**config.mk**
```make
export PLATFORM = sky130hd
export DESIGN_NAME = cpar_top
export DESIGN_NICKNAME = d
export VERILOG_FILES = /design/src/cpar_pkg.sv /design/src/cpar_top.sv /design/src/cpar_sync.sv /design/src/cpar_status_word.sv
export SDC_FILE = /design/constraint.sdc
export NUM_CORES = 1
export LEC_CHECK = 0
export ABC_AREA = 1
export BUFFER_PORTS_ARGS = -buffer_cell sky130_fd_sc_hd__buf_2
export CAP_MARGIN = 0
export CORE_MARGIN = 2
export CORE_UTILIZATION = 35
export DETAILED_ROUTE_END_ITERATION = 7
export PLACE_DENSITY_LB_ADDON = 0.3
export SLEW_MARGIN = 30
export SYNTH_ARGS = -nofsm -noshare
export SYNTH_HDL_FRONTEND = slang
export SYNTH_SLANG_ARGS = --single-unit
```
**constraint.sdc**
```tcl
create_clock -name mclk -period 1.5 [get_ports mclk]
set_clock_uncertainty 0.1 [all_clocks]
set_input_delay 0.3 -clock mclk [delete_from_list [all_inputs] [get_ports mclk]]
set_output_delay 0.3 -clock mclk [all_outputs]
set_load 0.01 [all_outputs]
```
**src/cpar_pkg.sv**
```systemverilog
// Shared constants and types for the configuration port abort and resync block
package cpar_pkg;

  // ----------------------------------------------------------------
  // Port state machine
  // ----------------------------------------------------------------
  typedef enum logic [2:0] {
    ST_IDLE,
    ST_WRITE,
    ST_READ,
    ST_CFG_ABORT,
    ST_RB_ABORT,
    ST_WAIT_DESEL,
    ST_RELEASED
  } cpar_state_e;

  // ----------------------------------------------------------------
  // Abort sequence timing, in configuration clock cycles
  // ----------------------------------------------------------------
  localparam logic [1:0] ABORT_FIRST      = 2'h0;
  localparam logic [1:0] ABORT_LAST       = 2'h3;
  localparam logic [1:0] ABORT_FLAG_START = 2'h1;
  localparam logic [1:0] ABORT_FLAG_END   = 2'h2;
  localparam logic [1:0] ALIGN_DROP_STEP  = 2'h1;

  // ----------------------------------------------------------------
  // Status word layout
  // ----------------------------------------------------------------
  localparam int         STAT_ERR_BIT   = 7;
  localparam int         STAT_ALIGN_BIT = 6;
  localparam int         STAT_RB_BIT    = 5;
  localparam int         STAT_ABORT_BIT = 4;
  localparam int         STAT_FILL_LSB  = 0;
  localparam int         STAT_FILL_MSB  = 3;
  localparam logic [3:0] STAT_FILL      = 4'hF;

  // ----------------------------------------------------------------
  // Pin sampling
  // ----------------------------------------------------------------
  localparam int          BYTE_W     = 8;
  localparam int          PIN_W      = 12;
  localparam int          PIN_CONFIG_CLOCK   = 11;
  localparam int          PIN_CS_N   = 10;
  localparam int          PIN_DIR_N  = 9;
  localparam int          PIN_PROG_N = 8;
  // Idle pin levels: clock low, deselected, write, program high
  localparam logic [11:0] PIN_RESET  = 12'h500;

  // ----------------------------------------------------------------
  // Reset values
  // ----------------------------------------------------------------
  localparam logic [31:0] SHIFT_RESET = 32'h0000_0000;
  localparam logic [7:0]  BYTE_RESET  = 8'h00;

endpackage

```
**src/cpar_top.sv**
```systemverilog
// Parallel configuration port: abort, status word, resync and persist control
//
// Summary of operation
// A direction change while selected aborts configuration or readback.
// Configuration abort drives status on bits 7..4 for four clocks, rest high.
// Host raises direction to read while selected; busy then goes high.
// Status word is driven only while direction stays at read.
// Configuration abort lasts exactly four clocks; status updated by its end.
// Host drives direction to write while selected; busy then goes high.
// Readback abort holds until chip select is released.
// Readback abort drives no status; data pins stay inputs.
// Bit 7 is the error flag, low when an error occurred.
// Bit 6 is high once the sync word was received.
// Bit 5 is high while a readback is in progress.
// Bit 4 is low while an abort is in progress; the code drives it low only on the middle two of the four abort cycles.
// Bits 3..0 read as ones in the status word.
// Status word is not bit reversed like data bytes.
// Alignment and abort bits update each abort cycle.
// After the abort the port is unaligned; sync word realigns it.
// Host deselects then reselects before sending more words.
// Host resends the interrupted packet or restarts from the beginning.
// A low program pulse at any time fully resets the logic; an error set or readback start in the same cycle still sets its flag.
// Without persist, the port is released to user I/O after configuration.
// Select and direction sampled each rising clock; flip found against last sample.
`timescale 1ns/1ps

module cpar_top #(
  // Arbitrary alignment pattern, four bytes
  parameter logic [31:0] SYNC_WORD = 32'hA5C3_5AC3
) (
  // Clock and reset
  input  wire logic       mclk,
  input  wire logic       rst_n,
  // Configuration port pins
  input  wire logic       config_clock,
  input  wire logic       chip_sel_n,
  input  wire logic       read_write_dir_n,
  input  wire logic       program_n,
  input  wire logic [7:0] data_in,
  output logic      [7:0] data_out,
  output logic            data_oe,
  output logic            busy,
  // Configuration core inputs
  input  wire logic       config_error_set,
  input  wire logic       readback_start,
  input  wire logic       readback_done,
  input  wire logic [7:0] readback_data,
  input  wire logic       config_done,
  input  wire logic       persist_en,
  // Configuration core outputs
  output logic      [7:0] config_byte,
  output logic            config_byte_valid,
  output logic            sync_aligned,
  output logic            readback_active,
  output logic            config_error_n,
  output logic            abort_active,
  output logic            user_io_mode,
  output logic            config_reset
);

  // ----------------------------------------------------------------
  // Pin synchronisation
  // ----------------------------------------------------------------
  logic [11:0] pins_async;
  logic [11:0] pins_sync;

  assign pins_async = {config_clock, chip_sel_n, read_write_dir_n,
                       program_n, data_in};

  cpar_sync #(
    .WIDTH     (cpar_pkg::PIN_W),
    .RESET_VAL (cpar_pkg::PIN_RESET)
  ) u_pin_sync (
    .mclk     (mclk),
    .rst_n    (rst_n),
    .async_in (pins_async),
    .sync_out (pins_sync)
  );

  wire       config_clock_s   = pins_sync[cpar_pkg::PIN_CONFIG_CLOCK];
  wire       cs_n_s   = pins_sync[cpar_pkg::PIN_CS_N];
  wire       dir_n_s  = pins_sync[cpar_pkg::PIN_DIR_N];
  wire       prog_n_s = pins_sync[cpar_pkg::PIN_PROG_N];
  wire [7:0] din_s    = pins_sync[7:0];

  // ----------------------------------------------------------------
  // Clock edge detection and pin sampling
  // ----------------------------------------------------------------
  logic config_clock_prev_reg;
  logic sel_prev_reg;
  logic sel_prev_next;
  logic dir_prev_reg;
  logic dir_prev_next;

  wire config_clock_rise  = config_clock_s & ~config_clock_prev_reg;
  wire selected   = ~cs_n_s;
  wire dir_read   = dir_n_s;
  wire prog_reset = ~prog_n_s;

  // Direction flip against the previous rising-edge sample
  wire dir_flip = config_clock_rise & selected & sel_prev_reg
                & (dir_n_s != dir_prev_reg);

  assign sel_prev_next = config_clock_rise ? selected : sel_prev_reg;
  assign dir_prev_next = config_clock_rise ? dir_n_s : dir_prev_reg;

  always_ff @(posedge mclk or negedge rst_n) begin
    if (!rst_n) begin
      config_clock_prev_reg <= 1'b0;
      sel_prev_reg  <= 1'b0;
      dir_prev_reg  <= 1'b0;
    end else begin
      config_clock_prev_reg <= config_clock_s;
      sel_prev_reg  <= sel_prev_next;
      dir_prev_reg  <= dir_prev_next;
    end
  end

  // ----------------------------------------------------------------
  // Bit reversal of data bytes
  // ----------------------------------------------------------------
  logic [7:0] din_swap;
  logic [7:0] rb_swap;

  for (genvar i = 0; i < cpar_pkg::BYTE_W; i++) begin : g_swap
    assign din_swap[i] = din_s[cpar_pkg::BYTE_W-1-i];
    assign rb_swap[i]  = readback_data[cpar_pkg::BYTE_W-1-i];
  end

  // ----------------------------------------------------------------
  // Port state machine
  // ----------------------------------------------------------------
  cpar_pkg::cpar_state_e state_reg;
  cpar_pkg::cpar_state_e state_next;
  logic [1:0]            abort_cnt_reg;
  logic [1:0]            abort_cnt_next;
  logic                  released_reg;

  wire in_cfg_abort = (state_reg == cpar_pkg::ST_CFG_ABORT);
  wire in_rb_abort  = (state_reg == cpar_pkg::ST_RB_ABORT);
  wire abort_last   = (abort_cnt_reg == cpar_pkg::ABORT_LAST);
  wire release_now  = config_done & ~persist_en;

  always_comb begin
    state_next = state_reg;
    case (state_reg)
      cpar_pkg::ST_IDLE: begin
        if (released_reg) begin
          state_next = cpar_pkg::ST_RELEASED;
        end else if (config_clock_rise && selected) begin
          state_next = dir_read ? cpar_pkg::ST_READ : cpar_pkg::ST_WRITE;
        end
      end
      cpar_pkg::ST_WRITE: begin
        if (config_clock_rise && !selected) begin
          state_next = cpar_pkg::ST_IDLE;
        end else if (dir_flip) begin
          state_next = cpar_pkg::ST_CFG_ABORT;
        end
      end
      cpar_pkg::ST_READ: begin
        if (config_clock_rise && !selected) begin
          state_next = cpar_pkg::ST_IDLE;
        end else if (dir_flip) begin
          state_next = cpar_pkg::ST_RB_ABORT;
        end
      end
      cpar_pkg::ST_CFG_ABORT: begin
        // Fixed length; only a program pulse from the host cuts it short
        if (config_clock_rise && abort_last) begin
          state_next = cpar_pkg::ST_WAIT_DESEL;
        end
      end
      cpar_pkg::ST_RB_ABORT: begin
        if (config_clock_rise && !selected) begin
          state_next = cpar_pkg::ST_IDLE;
        end
      end
      cpar_pkg::ST_WAIT_DESEL: begin
        // Resync needs a deselect before new words count
        if (config_clock_rise && !selected) begin
          state_next = cpar_pkg::ST_IDLE;
        end
      end
      cpar_pkg::ST_RELEASED: begin
        state_next = cpar_pkg::ST_RELEASED;
      end
      default: begin
        state_next = cpar_pkg::ST_IDLE;
      end
    endcase
    if (prog_reset) begin
      state_next = cpar_pkg::ST_IDLE;
    end
  end

  always_comb begin
    abort_cnt_next = abort_cnt_reg;
    if (prog_reset || !in_cfg_abort) begin
      abort_cnt_next = cpar_pkg::ABORT_FIRST;
    end else if (config_clock_rise) begin
      abort_cnt_next = abort_cnt_reg + 2'h1;
    end
  end

  always_ff @(posedge mclk or negedge rst_n) begin
    if (!rst_n) begin
      state_reg     <= cpar_pkg::ST_IDLE;
      abort_cnt_reg <= cpar_pkg::ABORT_FIRST;
    end else begin
      state_reg     <= state_next;
      abort_cnt_reg <= abort_cnt_next;
    end
  end

  // ----------------------------------------------------------------
  // Write path and alignment
  // ----------------------------------------------------------------
  logic [31:0] shift_reg;
  logic [31:0] shift_next;
  logic        aligned_reg;
  logic        aligned_next;
  logic [7:0]  cfg_byte_reg;
  logic [7:0]  cfg_byte_next;
  logic        cfg_valid_reg;
  logic        cfg_valid_next;

  wire write_state = (state_reg == cpar_pkg::ST_IDLE)
                   | (state_reg == cpar_pkg::ST_WRITE);
  wire take_byte   = config_clock_rise & selected & ~dir_read & write_state
                   & ~dir_flip & ~released_reg & ~prog_reset;
  wire [31:0] shift_in   = {shift_reg[23:0], din_swap};
  wire        sync_match = (shift_in == SYNC_WORD);
  wire        align_drop = in_cfg_abort & config_clock_rise
                         & (abort_cnt_reg == cpar_pkg::ALIGN_DROP_STEP);

  always_comb begin
    shift_next     = shift_reg;
    aligned_next   = aligned_reg;
    cfg_byte_next  = cfg_byte_reg;
    cfg_valid_next = 1'b0;
    if (prog_reset) begin
      shift_next   = cpar_pkg::SHIFT_RESET;
      aligned_next = 1'b0;
    end else if (align_drop) begin
      // Lost in the middle of the abort, seen in the third status word
      shift_next   = cpar_pkg::SHIFT_RESET;
      aligned_next = 1'b0;
    end else if (take_byte && !aligned_reg) begin
      shift_next   = shift_in;
      aligned_next = sync_match;
    end else if (take_byte) begin
      cfg_byte_next  = din_swap;
      cfg_valid_next = 1'b1;
    end
  end

  always_ff @(posedge mclk or negedge rst_n) begin
    if (!rst_n) begin
      shift_reg     <= cpar_pkg::SHIFT_RESET;
      aligned_reg   <= 1'b0;
      cfg_byte_reg  <= cpar_pkg::BYTE_RESET;
      cfg_valid_reg <= 1'b0;
    end else begin
      shift_reg     <= shift_next;
      aligned_reg   <= aligned_next;
      cfg_byte_reg  <= cfg_byte_next;
      cfg_valid_reg <= cfg_valid_next;
    end
  end

  // ----------------------------------------------------------------
  // Sticky flags: error, readback, release
  // ----------------------------------------------------------------
  logic err_n_reg;
  logic err_n_next;
  logic rb_active_reg;
  logic rb_active_next;
  logic released_next;
  logic prog_reg;

  // A set in the same cycle as a clear wins for error and readback; for release the program clear wins
  assign err_n_next = config_error_set ? 1'b0
                    : prog_reset       ? 1'b1
                    : err_n_reg;

  assign rb_active_next = readback_start ? 1'b1
                        : (prog_reset | readback_done
                           | (state_next == cpar_pkg::ST_RB_ABORT)) ? 1'b0
                        : rb_active_reg;

  assign released_next = prog_reset ? 1'b0
                       : (release_now & (state_reg == cpar_pkg::ST_IDLE))
                         | released_reg;

  always_ff @(posedge mclk or negedge rst_n) begin
    if (!rst_n) begin
      err_n_reg     <= 1'b1;
      rb_active_reg <= 1'b0;
      released_reg  <= 1'b0;
      prog_reg      <= 1'b0;
    end else begin
      err_n_reg     <= err_n_next;
      rb_active_reg <= rb_active_next;
      released_reg  <= released_next;
      prog_reg      <= prog_reset;
    end
  end

  // ----------------------------------------------------------------
  // Status word
  // ----------------------------------------------------------------
  logic [7:0] status_word;

  // Abort flag low on the middle two of the four cycles
  wire abort_flag = in_cfg_abort
                  & (abort_cnt_reg >= cpar_pkg::ABORT_FLAG_START)
                  & (abort_cnt_reg <= cpar_pkg::ABORT_FLAG_END);

  cpar_status_word u_status (
    .err_n      (err_n_reg),
    .aligned    (aligned_reg),
    .rb_active  (rb_active_reg),
    .in_abort_n (~abort_flag),
    .word       (status_word)
  );

  // ----------------------------------------------------------------
  // Pin drivers
  // ----------------------------------------------------------------
  logic [7:0] dout_reg;
  logic [7:0] dout_next;
  logic       oe_reg;
  logic       oe_next;
  logic       busy_reg;
  logic       busy_next;

  // Status only while still at read; readback abort leaves pins as inputs
  wire drive_status = in_cfg_abort & selected & dir_read;
  wire drive_rb     = (state_reg == cpar_pkg::ST_READ) & selected
                    & dir_read & rb_active_reg;

  // Status word goes out unswapped; readback bytes are swapped
  assign dout_next = drive_status ? status_word
                   : drive_rb     ? rb_swap
                   : dout_reg;
  assign oe_next   = (drive_status | drive_rb) & ~prog_reset;
  assign busy_next = (in_cfg_abort | in_rb_abort) & selected;

  always_ff @(posedge mclk or negedge rst_n) begin
    if (!rst_n) begin
      dout_reg <= cpar_pkg::BYTE_RESET;
      oe_reg   <= 1'b0;
      busy_reg <= 1'b0;
    end else begin
      dout_reg <= dout_next;
      oe_reg   <= oe_next;
      busy_reg <= busy_next;
    end
  end

  // ----------------------------------------------------------------
  // Abort indication for the core
  // ----------------------------------------------------------------
  logic abort_reg;

  always_ff @(posedge mclk or negedge rst_n) begin
    if (!rst_n) begin
      abort_reg <= 1'b0;
    end else begin
      abort_reg <= (state_next == cpar_pkg::ST_CFG_ABORT)
                 | (state_next == cpar_pkg::ST_RB_ABORT);
    end
  end

  // ----------------------------------------------------------------
  // Outputs
  // ----------------------------------------------------------------
  assign data_out          = dout_reg;
  assign data_oe           = oe_reg;
  assign busy              = busy_reg;
  assign config_byte       = cfg_byte_reg;
  assign config_byte_valid = cfg_valid_reg;
  assign sync_aligned      = aligned_reg;
  assign readback_active   = rb_active_reg;
  assign config_error_n    = err_n_reg;
  assign abort_active      = abort_reg;
  assign user_io_mode      = released_reg;
  assign config_reset      = prog_reg;

endmodule

```
**src/cpar_sync.sv**
```systemverilog
// Two-stage synchroniser for the configuration port pins
`timescale 1ns/1ps

module cpar_sync #(
  parameter int                 WIDTH     = 1,
  parameter logic [WIDTH-1:0]   RESET_VAL = '0
) (
  // Clock and reset
  input  wire logic             mclk,
  input  wire logic             rst_n,
  // Asynchronous pins in, synchronised levels out
  input  wire logic [WIDTH-1:0] async_in,
  output logic      [WIDTH-1:0] sync_out
);

  logic [WIDTH-1:0] meta_reg;
  logic [WIDTH-1:0] sync_reg;

  // First stage feeds only the second stage
  always_ff @(posedge mclk or negedge rst_n) begin
    if (!rst_n) begin
      meta_reg <= RESET_VAL;
      sync_reg <= RESET_VAL;
    end else begin
      meta_reg <= async_in;
      sync_reg <= meta_reg;
    end
  end

  assign sync_out = sync_reg;

endmodule

```
**src/cpar_status_word.sv**
```systemverilog
// Abort status word assembly
`timescale 1ns/1ps

module cpar_status_word (
  // Status flags
  input  wire logic       err_n,
  input  wire logic       aligned,
  input  wire logic       rb_active,
  input  wire logic       in_abort_n,
  // Assembled word, not bit swapped
  output logic      [7:0] word
);

  always_comb begin
    word                                          = 8'h00;
    word[cpar_pkg::STAT_ERR_BIT]                  = err_n;
    word[cpar_pkg::STAT_ALIGN_BIT]                = aligned;
    word[cpar_pkg::STAT_RB_BIT]                   = rb_active;
    word[cpar_pkg::STAT_ABORT_BIT]                = in_abort_n;
    word[cpar_pkg::STAT_FILL_MSB:cpar_pkg::STAT_FILL_LSB] = cpar_pkg::STAT_FILL;
  end

endmodule

```
Word level (Yosys, flattened, before mapping). Index checks and enable logic that the tools add are counted.

Eq/ne operators: 14. Div/mod/pow operators: 0. Shift-type cells: 0. Mux-type cells: 30. $lt $le $gt $ge: 2. Bitwise gates (word level): 39. Add/subtract/negate cells: 1. $mul: 0. Reductions and logical operators: 13.

Operators with widths (number): two-way mux 24 bit (3); equality test 32 bit, second input constant (1); two-way mux 3 bit (9); AND 1 bit (22); case mux 3 bit (6 select lines) (1); two-way mux 8 bit (2); equality test 3 bit, second input constant (4); two-way mux 1 bit (12); NOT 1 bit (10); equality test 3 x 2 -> 1 bit, second input constant (3); bitwise OR 1 bit (7); two-way mux 2 bit (3); nonzero test 2 bit (3); logical AND 1 bit (4); AND reduction 4 bit (1); equality test 3 x 1 -> 1 bit, second input constant (1); logical NOT 3 bit (1); != test 3 bit, second input constant (1); adder 2 x 1 -> 2 bit, second input constant (1); equality test 2 x 1 -> 1 bit, second input constant (1); equality test 2 bit, second input constant (1); >= comparator 2 x 1 -> 1 bit, second input constant (1); less-or-equal comparator 2 bit, second input constant (1); logical NOT 1 bit (2); other kinds (4) (4).

ROM bits: 0. Word-level logic and storage cells: 118. Bits of input ports: 27. Memory bits (writable): 0. Flip-flop bits (word level): 81. Latch bits: 0. Memories: 0. Output and inout port bits: 25.

Logic depth before layout (Yosys ltp). Gate-level depths: netlist of run 1.

Depth after elaboration: 13. Mapped depth: 11. Gate-level depth less buffers: 11.

Cells and area by module. From an unflattened synthesis of run 1, not the netlist that was laid out.

Cell total of the unflattened synthesis: 354. Area total of the unflattened synthesis: 3417.0 sq um.

Modules (own cells, without submodules): cpar_top (sequential area each 1427.6 sq um, cells an instance 321, times used 1, area an instance 2747.6 sq um); cpar_sync (sequential area each 605.6 sq um, cells an instance 24, times used 1, area an instance 605.6 sq um); cpar_status_word (sequential area each 0.0 sq um, cells an instance 9, times used 1, area an instance 63.8 sq um).

Worst setup path before layout of run 1. Ideal clock, no wire load.

Path kind: register -> register. Start: reg u_pin_sync.sync_reg[10], in the netlist u_pin_sync.sync_out[10]. End: reg shift_reg[12]. Arrival: 1.379 ns. Cell stages (with the launch flop): 9. Setup time: 0.125 ns. Path buffers: 1. Slack: -0.105 ns. Data required time: 1.275 ns. Period minus slack after synthesis: 1.605 ns. Path through: dfstp_2 inv_1 nand3_2 nor2_1 nor3_2 nand2_2 nand2_4 buf_6 o22ai_1.

Word-level cells in the longest chain between the ends: 10. Elaborated cells on any way between the ends: 12. Those cells by class: 1 x eq/ne; 10 x bitwise; 1 x reduce/logical.

RTL lines: from (decl) (RTL line cpar_sync.sv:17) `logic [WIDTH-1:0] sync_reg;`; from (signal assigned) (RTL line cpar_sync.sv:26) `sync_reg <= meta_reg;`; NOT 1 bit (*) (RTL line cpar_top.sv:96) `wire selected = ~cs_n_s;`; AND 1 bit (*) (RTL line cpar_top.sv:101, cpar_top.sv:230); AND 1 bit (RTL line cpar_top.sv:101) `wire dir_flip = config_clock_rise & selected & sel_prev_reg`; AND 1 bit (RTL line cpar_top.sv:102) `& (dir_n_s != dir_prev_reg);`; NOT 1 bit (RTL line cpar_top.sv:231) `& ~dir_flip & ~released_reg & ~prog_reset;`; AND 1 bit (*) (3 in a row) (RTL line cpar_top.sv:231); logical AND 1 bit (*) (RTL line cpar_top.sv:249) `end else if (take_byte && !aligned_reg) begin`; != test 3 bit (no line) (*); to (signal assigned) (RTL line cpar_top.sv:260) `shift_reg <= cpar_pkg::SHIFT_RESET;`; to (signal assigned) (RTL line cpar_top.sv:265) `shift_reg <= shift_next;`; to (decl) (RTL line cpar_top.sv:219) `logic [31:0] shift_reg;`.

Every way passes the cells marked *; elsewhere a longest branch is shown, timed or not. A chain may end at the register's enable or synchronous reset.

Worst setup path in the final report of run 1.
Start: reg u_pin_sync.sync_reg[9], in the netlist u_pin_sync.sync_out[9]. End: reg shift_reg[6].

Word-level cells in the longest chain between the ends: 8. Elaborated cells on any way between the ends: 11. Those cells by class: 2 x eq/ne; 8 x bitwise; 1 x reduce/logical.

RTL lines (RTL line): NOT 1 bit or != test 1 bit (tied branches) (cpar_top.sv:230, cpar_top.sv:102); AND 1 bit (on tied branches) (cpar_top.sv:230, cpar_top.sv:102); AND 1 bit or NOT 1 bit (tied branches) (cpar_top.sv:230, cpar_top.sv:231); AND 1 bit (*) (3 in a row) (cpar_top.sv:231); logical AND 1 bit (*) (cpar_top.sv:249); != test 3 bit (no line) (*).

Marked as above.

==> results of run 1 <==
==> power by group through the flow <==
stage / Clock (mW) / Sequential [mW] / Combinational (mW)
final: 1.37 / 2.51 / 1.12
after global routing: 1.52 / 2.54 / 1.24
after floorplan: 0 / 2.61 / 0.371
after CTS: 1.41 / 2.51 / 0.953
after global placement: 0 / 2.54 / 0.874
after detailed placement: 0 / 2.55 / 0.893
==> timing repair <==
action	CTS	global route
endpoints found under the setup margin	43	45
buffers inserted	1	8
pin swaps	5	14
resized for setup	22	47
hold buffers	14	0
hold endpoints to repair	34	0
gates cloned	0	2
==> path summary, 6_finish.rpt <==
| check | endpoint | slack, ns | cells after the start |
|---|---|---|---|
| max | shift_reg[6] | -0.20 | 8 |
| max reg2reg | shift_reg[6] | -0.20 | 8 |
| max in group asynchronous | u_pin_sync.sync_out[8] | 0.49 | 3 |
| min reg2reg | u_pin_sync.sync_out[4] | 0.25 | 0 |
| min in group asynchronous | u_pin_sync.meta_reg[4] | 0.30 | 2 |
| min | readback_active | 0.05 | 3 |
==> cells in the final DEF (no fill, tap or decap), types with 5 or more instances in the layout <==
cell and n:
sky130_fd_sc_hd__dlygate4sd3_1 14, sky130_fd_sc_hd__dfstp_2 5, sky130_fd_sc_hd__o21ai_0 6, sky130_fd_sc_hd__buf_4 37, sky130_fd_sc_hd__buf_6 6, sky130_fd_sc_hd__o22ai_2 6
sky130_fd_sc_hd__o22ai_1 9, sky130_fd_sc_hd__nor2_1 18, sky130_fd_sc_hd__inv_1 44, sky130_fd_sc_hd__nor2_4 5, sky130_fd_sc_hd__nand2_2 8, sky130_fd_sc_hd__nor3_1 6
sky130_fd_sc_hd__nand2_1 58, sky130_fd_sc_hd__buf_2 50, sky130_fd_sc_hd__clkbuf_8 9, sky130_fd_sc_hd__nor2_2 6, sky130_fd_sc_hd__nand3_1 8, sky130_fd_sc_hd__a21oi_1 7
sky130_fd_sc_hd__o21ai_1 15, sky130_fd_sc_hd__dfrtp_1 75, sky130_fd_sc_hd__inv_2 5, sky130_fd_sc_hd__nand4_1 5
==> cell families (layout without fill, tap and decap cells) <==
kind of cell / after synthesis / count (layout) / synth area share, %
and+or+nand+nor: 124 / 124 / 17.06
DFF: 81 / 81 / 64.61
AOI/OAI and AO/OA: 55 / 55 / 9.900
buffers and inverters: 57 / 179 / 7.236
adders and majority gates: 3 / 3 / 1.193
==> metal layers <==
layer | vias up | wire length, um | GRT usage (%)
met1 | 1217 | 3174 | 18.74
met2 | 59 | 3729 | 25.78
li1 | 1265 | - | -
met4 | 0 | 99 | 5.690
met5 | - | 0 | 0
met3 | 10 | 301 | 3.050
==> worst register-to-register path, delay by kind of cell (launching register included) <==
family          cells  cell delay (ns)
compound gates      1             0.06
flops               1             0.41
simple gates        4             0.66
buf+inv             3             0.34
==> through the flow <==
| stage | setup WS [ns] | std cells | setup TNS [ns] | total power, mW | utilization [%] |
|---|---|---|---|---|---|
| after global routing | -0.2839 | 550 | -9.999 | 5.293 | 51.49 |
| after floorplan | -0.09423 | 320 | -1.871 | 2.979 | - |
| after CTS | -0.1366 | 540 | -3.523 | 4.877 | 48.51 |
| after global placement | -0.1306 | 509 | -2.784 | 3.414 | 44.15 |
| after detailed placement | -0.1953 | 509 | -5.557 | 3.442 | 44.15 |
| final | -0.1965 | 550 | -5.744 | 5.001 | 51.49 |
==> layout make-up <==
cell class | instances | area [sq um]
Fill cell | 803 | 4230
Sequential cell | 81 | 2034
Multi-Input combinational cell | 182 | 1121
Timing Repair Buffer | 112 | 840.8
Inverter | 51 | 196.4
Tap cell | 108 | 135.1
Clock buffer | 10 | 127.6
Clock inverter | 6 | 35.03
==> impl_metrics.sql, run 1 <==
INSERT INTO impl_metrics (metric_group, metric, value, unit) VALUES
('clock_tree', 'tritoncts', 'done', ''),
('timing', 'timing.final.crit_share', '113.1', '%'),
('global_routing', 'number_of_antenna_violations_at_the_first_check_in_global_routing', '0', ''),
('clock_tree', 'cts.reportedPaths.clkPinSlew', '0.09', 'ns'),
('worst_setup_path', 'timing_worst_setup_path_type', 'flop to flop', ''),
('timing', 'tightestPinTransition', '0.3490', 'ns'),
('placed_design', 'place_congestion', '0.8450', ''),
('timing', 'final-setup-viol-count', '45', ''),
('logic_synthesis', 'netlist.area_leader.share', '60.44', '%'),
('job', 'max_cap_viols', '0', ''),
('final_layout', 'layout.cell_area.non_filler', '4491', 'sq um'),
('worst_setup_path', 'cp-startpoint', 'u_pin_sync.sync_out[9]', ''),
('die', 'placeableCoreArea', '8721', 'sq um'),
('logic_synthesis', 'asyncSetResetFlopFracSynth', '100.0', '%'),
('routing', 'detail_route.vias_per_cell', '4.638', ''),
('clock_tree', 'clock_tree.root_cell', 'sky130_fd_sc_hd__clkbuf_8', ''),
('worst_setup_path', 'worstReg2RegStart', 'u_pin_sync.sync_out[9]', ''),
('global_routing', 'via_count_of_the_first_global_routing_pass', '2541', ''),
('worst_setup_path', 'critical-path-top-delay-family', 'simple AND/OR/NAND/NOR gates', ''),
('global_routing', 'grt_pass1_wl', '11.70', 'mm'),
('clock_tree', 'clk_latency', '0.34', 'ns'),
('placed_design', 'detailed_place_hpwl', '5.058', 'mm'),
('worst_setup_path', 'critPathSlowestCell', 'sky130_fd_sc_hd__dfrtp_1', ''),
('global_routing', 'pin_count_of_the_biggest_net_entering_global_routing', '36', ''),
('power_and_ir_drop', 'vdd_ir_drop_max', '0.6026', 'mV'),
('final_layout', 'post_route_cells_drive_above_1_share', '38.46', '%'),
('logic_synthesis', 'synth-edff-count', '0', ''),
('logic_synthesis', 'synth_warnings', '0', ''),
('die', 'die-area', '9765', 'sq um'),
('logic_synthesis', 'synth.net_count', '350', ''),
('power_and_ir_drop', 'clkPwrFrac', '27.4', '%'),
('final_layout', 'largest_register_ffs', '24', ''),
('min_path', 'min-delay-path-class', 'primary input to flop', ''),
('logic_synthesis', 'count_of_distinct_cell_types_in_the_synthesized_netlist', '25', ''),
('worst_setup_path', 'crit_required', '1.62', 'ns'),
('placed_design', 'io_buffers', '51', ''),
('power_and_ir_drop', 'power_density', '1114', 'nW/um^2'),
('power_and_ir_drop', 'leakage', '2.167', 'nW'),
('logic_synthesis', 'ys_seq_area_share', '64.61', '%'),
('power_and_ir_drop', 'power_frac_seq', '50.1', '%'),
('logic_synthesis', 'yosys.cell_count.top_type', 'sky130_fd_sc_hd__dfrtp_1', ''),
('timing', 'report.final.hold_viol_count', '0', ''),
('logic_synthesis', 'synth_top_flop_cell', 'sky130_fd_sc_hd__dfrtp_1', ''),
('logic_synthesis', 'yosys-top-cells-count', '76 x sky130_fd_sc_hd__dfrtp_1, 66 x sky130_fd_sc_hd__nand2_1, 50 x sky130_fd_sc_hd__inv_1', ''),
('final_layout', 'synthToLayoutAreaGrowth', '42.70', '%'),
('timing', 'finalMaxSlewViolations', '0', ''),
('final_layout', 'final_net_count', '467', ''),
('routing', 'post-route-drc-count', '0', ''),
('worst_setup_path', 'worst-path-buf-inv', '3', ''),
('timing', 'slew_headroom', '76.74', '%'),
('worst_setup_path', 'cp_data_arrival_time', '1.82', 'ns'),
('min_path', 'hold_crit_start', 'readback_start', ''),
('worst_setup_path', 'peak_fanout_along_the_critical_path', '8', ''),
('die', 'die-width', '98.82', 'um'),
('final_layout', 'insertedDiodeCount', '0', ''),
('logic_synthesis', 'synthesis.area', '3147', 'sq um'),
('routing', 'detail-route-antenna-nets', '0', ''),
('power_and_ir_drop', 'internal_power', '3.497', 'mW'),
('worst_setup_path', 'slowest_delay', '0.41', 'ns'),
('logic_synthesis', 'synthTopCellsByArea', 'sky130_fd_sc_hd__dfrtp_1 60%, sky130_fd_sc_hd__nand2_1 7.9%, sky130_fd_sc_hd__inv_1 6.0%', ''),
('outcome', 'run_status', 'finished, violations left', ''),
('routing', 'wire_length_per_cell', '13.28', 'um'),
('routing', 'routed_wl', '7.305', 'mm'),
('timing', 'setup_ws', '-0.1965', 'ns'),
('clock_tree', 'tritoncts.num_buffers', '9', ''),
('outcome', 'violations', 'setup timing', ''),
('global_routing', 'global_route.usage.total', '15.03', '%'),
('global_routing', 'global_route.overflow_total', '0', ''),
('timing', 'finalCriticalPeriod', '1.696', 'ns'),
('power_and_ir_drop', 'power.switching_fraction', '30.06', '%'),
('worst_setup_path', 'startpoint_type', 'flop', '');
Note: power is estimated with default switching activity, not from simulation.
==> inputs of run 2 (changes only) <==
==> constraint.sdc (replaced) <==
create_clock -name mclk -period 1.5 [get_ports mclk]
set_clock_uncertainty 0.1 [all_clocks]
set_input_delay 0.15 -clock mclk [delete_from_list [all_inputs] [get_ports mclk]]
set_output_delay 0.15 -clock mclk [all_outputs]
set_load 0.01 [all_outputs]
==> impl_metrics.sql, run 2 (same netlist as run 1, synthesis figures left out) <==
INSERT INTO impl_metrics (metric_group, metric, value, unit) VALUES
('outcome', 'run_status', 'finished, violations left', ''),
('outcome', 'violations', 'setup timing', ''),
('power_and_ir_drop', 'total_power', '5.106', 'mW'),
('final_layout', 'final_net_count', '479', ''),
('final_layout', 'insertedDiodeCount', '0', ''),
('routing', 'post-route-drc-count', '0', ''),
('routing', 'detailed_routing_iterations_pass_1', '4', ''),
('clock_tree', 'cts.path.max_buffers', '2', ''),
('routing', 'wire_length_per_cell', '12.93', 'um'),
('power_and_ir_drop', 'power_density', '1124', 'nW/um^2'),
('worst_setup_path', 'startpoint_type', 'flop', ''),
('worst_setup_path', 'cp_data_arrival_time', '1.75', 'ns'),
('final_layout', 'num-fill-cells', '783', ''),
('clock_tree', 'clk_latency', '0.36', 'ns'),
('timing', 'slew_headroom', '75.46', '%'),
('placed_design', 'io_buffers', '51', ''),
('routing', 'drt_iter0_markers', '86', ''),
('die', 'die-width', '98.82', 'um'),
('placed_design', 'dp_slack', '-0.2051', 'ns'),
('die', 'die-area', '9765', 'sq um'),
('die', 'ioPinCount', '52', ''),
('power_and_ir_drop', 'vdd_ir_drop_max', '0.6236', 'mV'),
('global_routing', 'grt_pass1_wl', '11.87', 'mm'),
('final_layout', 'sequential_cell_area', '2037', 'sq um'),
('clock_tree', 'tritoncts', 'done', ''),
('final_layout', 'post_route_cells_drive_above_1_share', '37.00', '%'),
('clock_tree', 'tritoncts.num_buffers', '9', ''),
('die', 'rows', '34', ''),
('global_routing', 'via_count_of_the_first_global_routing_pass', '2652', ''),
('worst_setup_path', 'crit_required', '1.64', 'ns'),
('min_path', 'min-delay-path-class', 'primary input to async pin', ''),
('timing', 'setup_ws', '-0.1122', 'ns'),
('final_layout', 'layout_commonest_cell', 'sky130_fd_sc_hd__dfrtp_1', ''),
('timing', 'report.final.hold_viol_count', '0', ''),
('worst_setup_path', 'critPathSlowestCell', 'sky130_fd_sc_hd__dfstp_2', ''),
('routing', 'vias', '2577', ''),
('timing', 'finalCriticalPeriod', '1.612', 'ns'),
('final_layout', 'multi_input_area', '1056', 'sq um'),
('final_layout', 'most-common-layout-cells', '73 x sky130_fd_sc_hd__dfrtp_1, 59 x sky130_fd_sc_hd__nand2_1, 50 x sky130_fd_sc_hd__buf_2, 42 x sky130_fd_sc_hd__inv_1, 39 x sky130_fd_sc_hd__buf_4', ''),
('final_layout', 'synthToLayoutAreaGrowth', '44.37', '%'),
('timing', 'timing.final.crit_share', '107.5', '%'),
('placed_design', 'detailed_place_hpwl', '5.046', 'mm'),
('timing', 'timing.fmax', '0.6203', 'GHz'),
('die', 'initial_core_util', '36.08', '%'),
('global_routing', 'pin_count_of_the_biggest_net_entering_global_routing', '34', ''),
('die', 'dieHeight', '98.82', 'um'),
('worst_setup_path', 'peak_fanout_along_the_critical_path', '16', ''),
('clock_tree', 'clock_tree.root_cell', 'sky130_fd_sc_hd__clkbuf_8', ''),
('die', 'placeableCoreArea', '8721', 'sq um'),
('timing', 'rsz0062_at_grt', 'true', ''),
('job', 'max_cap_viols', '0', ''),
('clock_tree', 'cts.reportedPaths.clkPinSlew', '0.09', 'ns'),
('worst_setup_path', 'end_kind', 'flop', ''),
('global_routing', 'global_route.usage.total', '15.37', '%'),
('routing', 'detail_route.vias_per_cell', '4.585', ''),
('worst_setup_path', 'timing_worst_setup_path_type', 'flop to flop', ''),
('final_layout', 'layout.core_utilization', '52.09', '%'),
('clock_tree', 'htreeDepth', '3', ''),
('final_layout', 'largest_register_ffs', '24', ''),
('clock_tree', 'cts.sinks', '81', ''),
('worst_setup_path', 'slowest_delay', '0.57', 'ns'),
('global_routing', 'number_of_antenna_violations_at_the_first_check_in_global_routing', '0', ''),
('global_routing', 'global_route.overflow_total', '0', ''),
('timing', 'finalMaxSlewViolations', '0', ''),
('timing', 'tightestPinTransition', '0.3681', 'ns'),
('worst_setup_path', 'critical_path.cell_chain', 'inv_2, nand3_4, nor2_4, nor3_4, nand2_2, nand2_4, buf_12, o22ai_1', ''),
('timing', 'final-setup-viol-count', '35', ''),
('routing', 'routed_wl', '7.268', 'mm'),
('placed_design', 'place_congestion', '0.8919', ''),
('power_and_ir_drop', 'leakage', '2.204', 'nW'),
('routing', 'detail-route-antenna-nets', '0', '');
[run 2: changes by cell type in the layout (fill, tap and decap cells not counted), sizes merged]
cell         previous run  this run
clkbuf                 11         9
inv                    51        55
dlygate4sd3            14        26
buf                    97        98
clkinv                  4         1
[run 2: worst paths after layout]
check | startpoint | endpoint | slack (ns) | cells after the start
setup / recovery | u_pin_sync.sync_out[10] | shift_reg[12] | -0.11 | 8
hold / removal | rst_n | config_byte[4] | 0.14 | 2
setup reg to reg | u_pin_sync.sync_out[10] | shift_reg[12] | -0.11 | 8
hold reg to reg | u_pin_sync.meta_reg[4] | u_pin_sync.sync_out[4] | 0.25 | 0
max in group asynchronous | rst_n | u_pin_sync.sync_out[10] | 0.63 | 3
min in group mclk | u_pin_sync.meta_reg[4] | u_pin_sync.sync_out[4] | 0.25 | 0
[run 2: metrics by stage]
| step | setup TNS [ns] | std cells | hold WS, ns | area, sq um |
|---|---|---|---|---|
| 2_1_floorplan | -1.871 | 320 | -0.2456 | 3182 |
| 3_3_place_gp | -2.882 | 509 | -0.01443 | 3850 |
| 3_5_place_dp | -4.578 | 509 | -0.009073 | 3850 |
| 4_1_cts | -2.906 | 552 | 0.1365 | 4337 |
| 5_1_grt | -6.298 | 562 | 0.1622 | 4543 |
| 6_report | -2.542 | 562 | 0.1435 | 4543 |
[run 2: power by group]
| group | switching, mW | leakage [nW] | internal (mW) |
|---|---|---|---|
| clock network | 0.866 | 0.0901 | 0.632 |
| logic | 0.582 | 1.08 | 0.517 |
| registers | 0.116 | 1.03 | 2.39 |
[run 2: worst max-delay path, delay by kind of cell, from the launching register on]
family	cells	cell delay, ns
buffers and inverters	2	0.20
DFF	1	0.57
and+or+nand+nor	5	0.55
AOI/OAI and AO/OA	1	0.07
[run 2: area by class of cell]
class,instances,share of cell area (%)
clock inverters,7,1.322
flip-flops and latches,81,44.84
inverters,51,4.214
well taps,108,2.974
repair buffers,124,20.68
clock buffers,9,2.727
multi-input cells,182,23.24
[run 2: routing by layer]
metal	wire length, um	track usage, %
met5	0	0
met4	168	6.322
met3	320	4.184
met2	3597	25.78
met1	3181	18.77
[run 2: repair_timing]
action	4_1_cts	5_1_grt
setup endpoints to repair	42	45
buffers inserted	1	10
pin swaps	3	13
hold endpoints to repair	100	0
hold buffers	26	0
gates resized for setup	13	47
==> inputs of run 3 (changes only) <==
ABC_AREA = 0   (was 1)
GPL_TIMING_DRIVEN = 0   (was not set)
SKIP_CTS_REPAIR_TIMING = 1   (was not set)
==> impl_metrics.sql, run 3 <==
INSERT INTO impl_metrics (metric_group, metric, value, unit) VALUES
('timing', 'report.final.hold_viol_count', '0', ''),
('logic_synthesis', 'synth_simple_gate_area_share', '17.01', '%'),
('final_layout', 'num-fill-cells', '783', ''),
('job', 'max_cap_viols', '0', ''),
('logic_synthesis', 'synthesis.area', '3186', 'sq um'),
('worst_setup_path', 'cp-startpoint', 'config_clock_prev_reg', ''),
('timing', 'timing.final.crit_share', '139.0', '%'),
('logic_synthesis', 'yosys.area_share.xor_xnor', '0.5499', '%'),
('final_layout', 'synthToLayoutAreaGrowth', '39.79', '%'),
('power_and_ir_drop', 'leakage', '2.057', 'nW'),
('timing', 'final-setup-viol-count', '47', ''),
('min_path', 'hold_crit_start', 'readback_data[1]', ''),
('power_and_ir_drop', 'p_switching', '1.360', 'mW'),
('final_layout', 'final_net_count', '409', ''),
('logic_synthesis', 'proportion_of_synthesized_area_in_mux_cells', '5.970', '%'),
('final_layout', 'largest_register_ffs', '24', ''),
('worst_setup_path', 'startpoint_type', 'flop', ''),
('logic_synthesis', 'synthTopCellsByArea', 'sky130_fd_sc_hd__dfrtp_1 60%, sky130_fd_sc_hd__nand2_1 6.8%, sky130_fd_sc_hd__dfstp_2 4.1%', ''),
('timing', 'tightestPinTransition', '0.5008', 'ns'),
('worst_setup_path', 'r2r-end', 'config_byte[7]', ''),
('logic_synthesis', 'ys_seq_area_share', '63.83', '%'),
('logic_synthesis', 'synth_warnings', '0', ''),
('routing', 'detail_route.vias_per_cell', '4.831', ''),
('routing', 'vias', '2377', ''),
('routing', 'wire_length_per_cell', '13.84', 'um'),
('die', 'die-width', '99.40', 'um'),
('final_layout', 'post_route_cells_drive_above_1_share', '40.36', '%'),
('clock_tree', 'tritoncts', 'done', ''),
('min_path', 'min-delay-path-class', 'primary input to flop', ''),
('final_layout', 'insertedDiodeCount', '0', ''),
('logic_synthesis', 'synth-edff-count', '0', ''),
('placed_design', 'detailed_place_hpwl', '4.337', 'mm'),
('logic_synthesis', 'dominant_combinational_cell_family_by_area_after_synthesis', 'simple AND/OR/NAND/NOR gates', ''),
('worst_setup_path', 'cp_data_arrival_time', '2.22', 'ns'),
('routing', 'drt_iter0_markers', '73', ''),
('worst_setup_path', 'crit_required', '1.63', 'ns'),
('placed_design', 'io_buffers', '51', ''),
('die', 'placeableCoreArea', '8763', 'sq um'),
('logic_synthesis', 'yosys.cell_count.top_type', 'sky130_fd_sc_hd__dfrtp_1', ''),
('logic_synthesis', 'synth-adder-area-share', '1.178', '%'),
('logic_synthesis', 'synthesis.instances', '281', ''),
('clock_tree', 'cts.sinks', '81', ''),
('final_layout', 'sequential_cell_area', '2038', 'sq um'),
('global_routing', 'global_route.usage.total', '13.13', '%'),
('timing', 'rsz0062_at_grt', 'true', ''),
('logic_synthesis', 'syn_avg_cell_area', '11.34', 'sq um'),
('logic_synthesis', 'asyncSetResetFlopFracSynth', '100.0', '%'),
('die', 'dieHeight', '99.40', 'um'),
('final_layout', 'most-common-layout-cells', '72 x sky130_fd_sc_hd__dfrtp_1, 51 x sky130_fd_sc_hd__buf_2, 37 x sky130_fd_sc_hd__nand2_1, 21 x sky130_fd_sc_hd__dlygate4sd3_1, 18 x sky130_fd_sc_hd__nand2_2', ''),
('placed_design', 'place_congestion', '0.9008', ''),
('worst_setup_path', 'reg2reg_depth', '5', ''),
('global_routing', 'global_route.overflow_total', '0', ''),
('clock_tree', 'htreeDepth', '3', ''),
('logic_synthesis', 'synth.largest_area_cell', 'sky130_fd_sc_hd__dfrtp_1', ''),
('min_path', 'worstHoldPathCells', '3', ''),
('outcome', 'run_status', 'finished, violations left', ''),
('power_and_ir_drop', 'total_power', '5.063', 'mW'),
('die', 'ioPinCount', '52', ''),
('global_routing', 'grt_pass1_wl', '10.32', 'mm'),
('clock_tree', 'clk_latency', '0.34', 'ns'),
('timing', 'setup_ws', '-0.5843', 'ns'),
('power_and_ir_drop', 'comb_power_share', '15.1', '%'),
('logic_synthesis', 'synth_top_flop_cell', 'sky130_fd_sc_hd__dfrtp_1', ''),
('logic_synthesis', 'count_of_distinct_cell_types_in_the_synthesized_netlist', '41', ''),
('worst_setup_path', 'peak_fanout_along_the_critical_path', '9', ''),
('routing', 'detailed_routing_iterations_pass_1', '4', ''),
('clock_tree', 'tritoncts.num_buffers', '9', ''),
('worst_setup_path', 'critical-path-top-delay-family', 'simple AND/OR/NAND/NOR gates', ''),
('outcome', 'violations', 'setup timing', ''),
('die', 'initial_core_util', '36.35', '%'),
('routing', 'routed_wl', '6.807', 'mm'),
('power_and_ir_drop', 'power_density', '1137', 'nW/um^2'),
('min_path', 'worst_hold_path.endpoint', 'data_out[6]', ''),
('routing', 'detail-route-antenna-nets', '0', ''),
('worst_setup_path', 'critPathSlowestCell', 'sky130_fd_sc_hd__or4_4', ''),
('final_layout', 'layout_commonest_cell', 'sky130_fd_sc_hd__dfrtp_1', ''),
('die', 'rows', '34', ''),
('worst_setup_path', 'slowest_delay', '0.47', 'ns'),
('power_and_ir_drop', 'power_frac_seq', '49.5', '%'),
('timing', 'finalMaxSlewViolations', '0', ''),
('worst_setup_path', 'end_kind', 'flop', ''),
('worst_setup_path', 'worstReg2RegStart', 'config_clock_prev_reg', ''),
('worst_setup_path', 'worst-path-buf-inv', '1', ''),
('global_routing', 'via_count_of_the_first_global_routing_pass', '2223', ''),
('worst_setup_path', 'critical_path.cell_chain', 'nand2b_4, or4_4, nor4_4, buf_12, mux2_2', ''),
('power_and_ir_drop', 'clkPwrFrac', '35.4', '%'),
('worst_setup_path', 'ff2ff_setup_slack', '-0.58', 'ns'),
('placed_design', 'dp_slack', '-0.8946', 'ns'),
('clock_tree', 'clock_tree.root_cell', 'sky130_fd_sc_hd__clkbuf_8', ''),
('clock_tree', 'cts.reportedPaths.clkPinSlew', '0.09', 'ns'),
('logic_synthesis', 'netlist.area_leader.share', '59.70', '%'),
('die', 'die-area', '9880', 'sq um'),
('global_routing', 'pin_count_of_the_biggest_net_entering_global_routing', '49', ''),
('logic_synthesis', 'synth_compound_area_share', '8.641', '%'),
('final_layout', 'multi_input_area', '1247', 'sq um'),
('timing', 'finalCriticalPeriod', '2.084', 'ns'),
('timing', 'slew_headroom', '66.32', '%'),
('power_and_ir_drop', 'internal_power', '3.703', 'mW'),
('logic_synthesis', 'synth.ff_latch_count', '81', ''),
('logic_synthesis', 'yosys-top-cells-count', '76 x sky130_fd_sc_hd__dfrtp_1, 58 x sky130_fd_sc_hd__nand2_1, 25 x sky130_fd_sc_hd__o21ai_0', ''),
('routing', 'post-route-drc-count', '0', ''),
('clock_tree', 'cts.path.max_buffers', '2', ''),
('power_and_ir_drop', 'power.switching_fraction', '26.86', '%'),
('global_routing', 'number_of_antenna_violations_at_the_first_check_in_global_routing', '0', ''),
('worst_setup_path', 'timing_worst_setup_path_type', 'flop to flop', ''),
('power_and_ir_drop', 'vdd_ir_drop_max', '0.5752', 'mV'),
('timing', 'timing.fmax', '0.4798', 'GHz'),
('logic_synthesis', 'synth.net_count', '311', '');
## run 3: final cells by class
| type | instances | share of cell area (%) |
|---|---|---|
| tap | 108 | 3.035 |
| clock inverter | 7 | 2.276 |
| buffer | 11 | 2.529 |
| timing repair buffer | 88 | 14.92 |
| inverter | 8 | 0.6743 |
| multi-input combinational | 180 | 28.01 |
| clock buffer | 9 | 2.782 |
| sequential | 81 | 45.77 |
## run 3: kinds of logic after synthesis
kind of cell	after synthesis
simple gates	107
flops	81
compound gates	50
buf+inv	20
mux	18
fa+ha+maj	3
xor+xnor	2
## run 3: through the flow
stage | area, sq um | hold WS, ns | util [%] | std cells | TNS [ns]
detailed placement | 3633 | -0.03600 | 41.46 | 441 | -30.63
CTS | 3859 | -0.4222 | 44.03 | 457 | -32.08
global placement | 3600 | 0.1580 | 41.08 | 440 | -60.09
global route | 4453 | 0.001311 | 50.81 | 492 | -20.29
floorplan | 3209 | -0.2456 | - | 281 | -15.86
finish | 4453 | 0.003813 | 50.81 | 492 | -16.41
## run 3: how the worst max path moves through the flow
stage                                 to  slack (ns)  cells past startpoint
after floorplan           config_byte[0]       -0.48                      6
after global placement    config_byte[3]       -0.89                      4
after detailed placement  config_byte[3]       -0.89                      4
after CTS                 config_byte[7]       -0.93                      4
after global routing      config_byte[7]       -0.66                      5
final                     config_byte[7]       -0.58                      5
## run 3: power groups by stage
stage / clock [mW] / combinational (mW) / sequential, mW
2_1_floorplan: 0 / 0.301 / 2.57
3_5_place_dp: 0 / 0.634 / 2.52
5_1_grt: 1.93 / 0.844 / 2.53
6_report: 1.79 / 0.766 / 2.51
3_3_place_gp: 0 / 0.612 / 2.52
4_1_cts: 1.85 / 0.636 / 2.48
## run 3: layer usage
metal	routed length [um]	part of all wire (%)	track usage, %
met1	3051	45	17.37
met2	3314	49	20.53
met3	371	5.5	3.092
met4	70	1.0	6.112
met5	0	0	0
## run 3: tightest hold or removal path, cell delays in order
cell and delay [ns]:
sky130_fd_sc_hd__buf_2 0.08, sky130_fd_sc_hd__mux2i_1 0.05, sky130_fd_sc_hd__a21oi_1 0.13
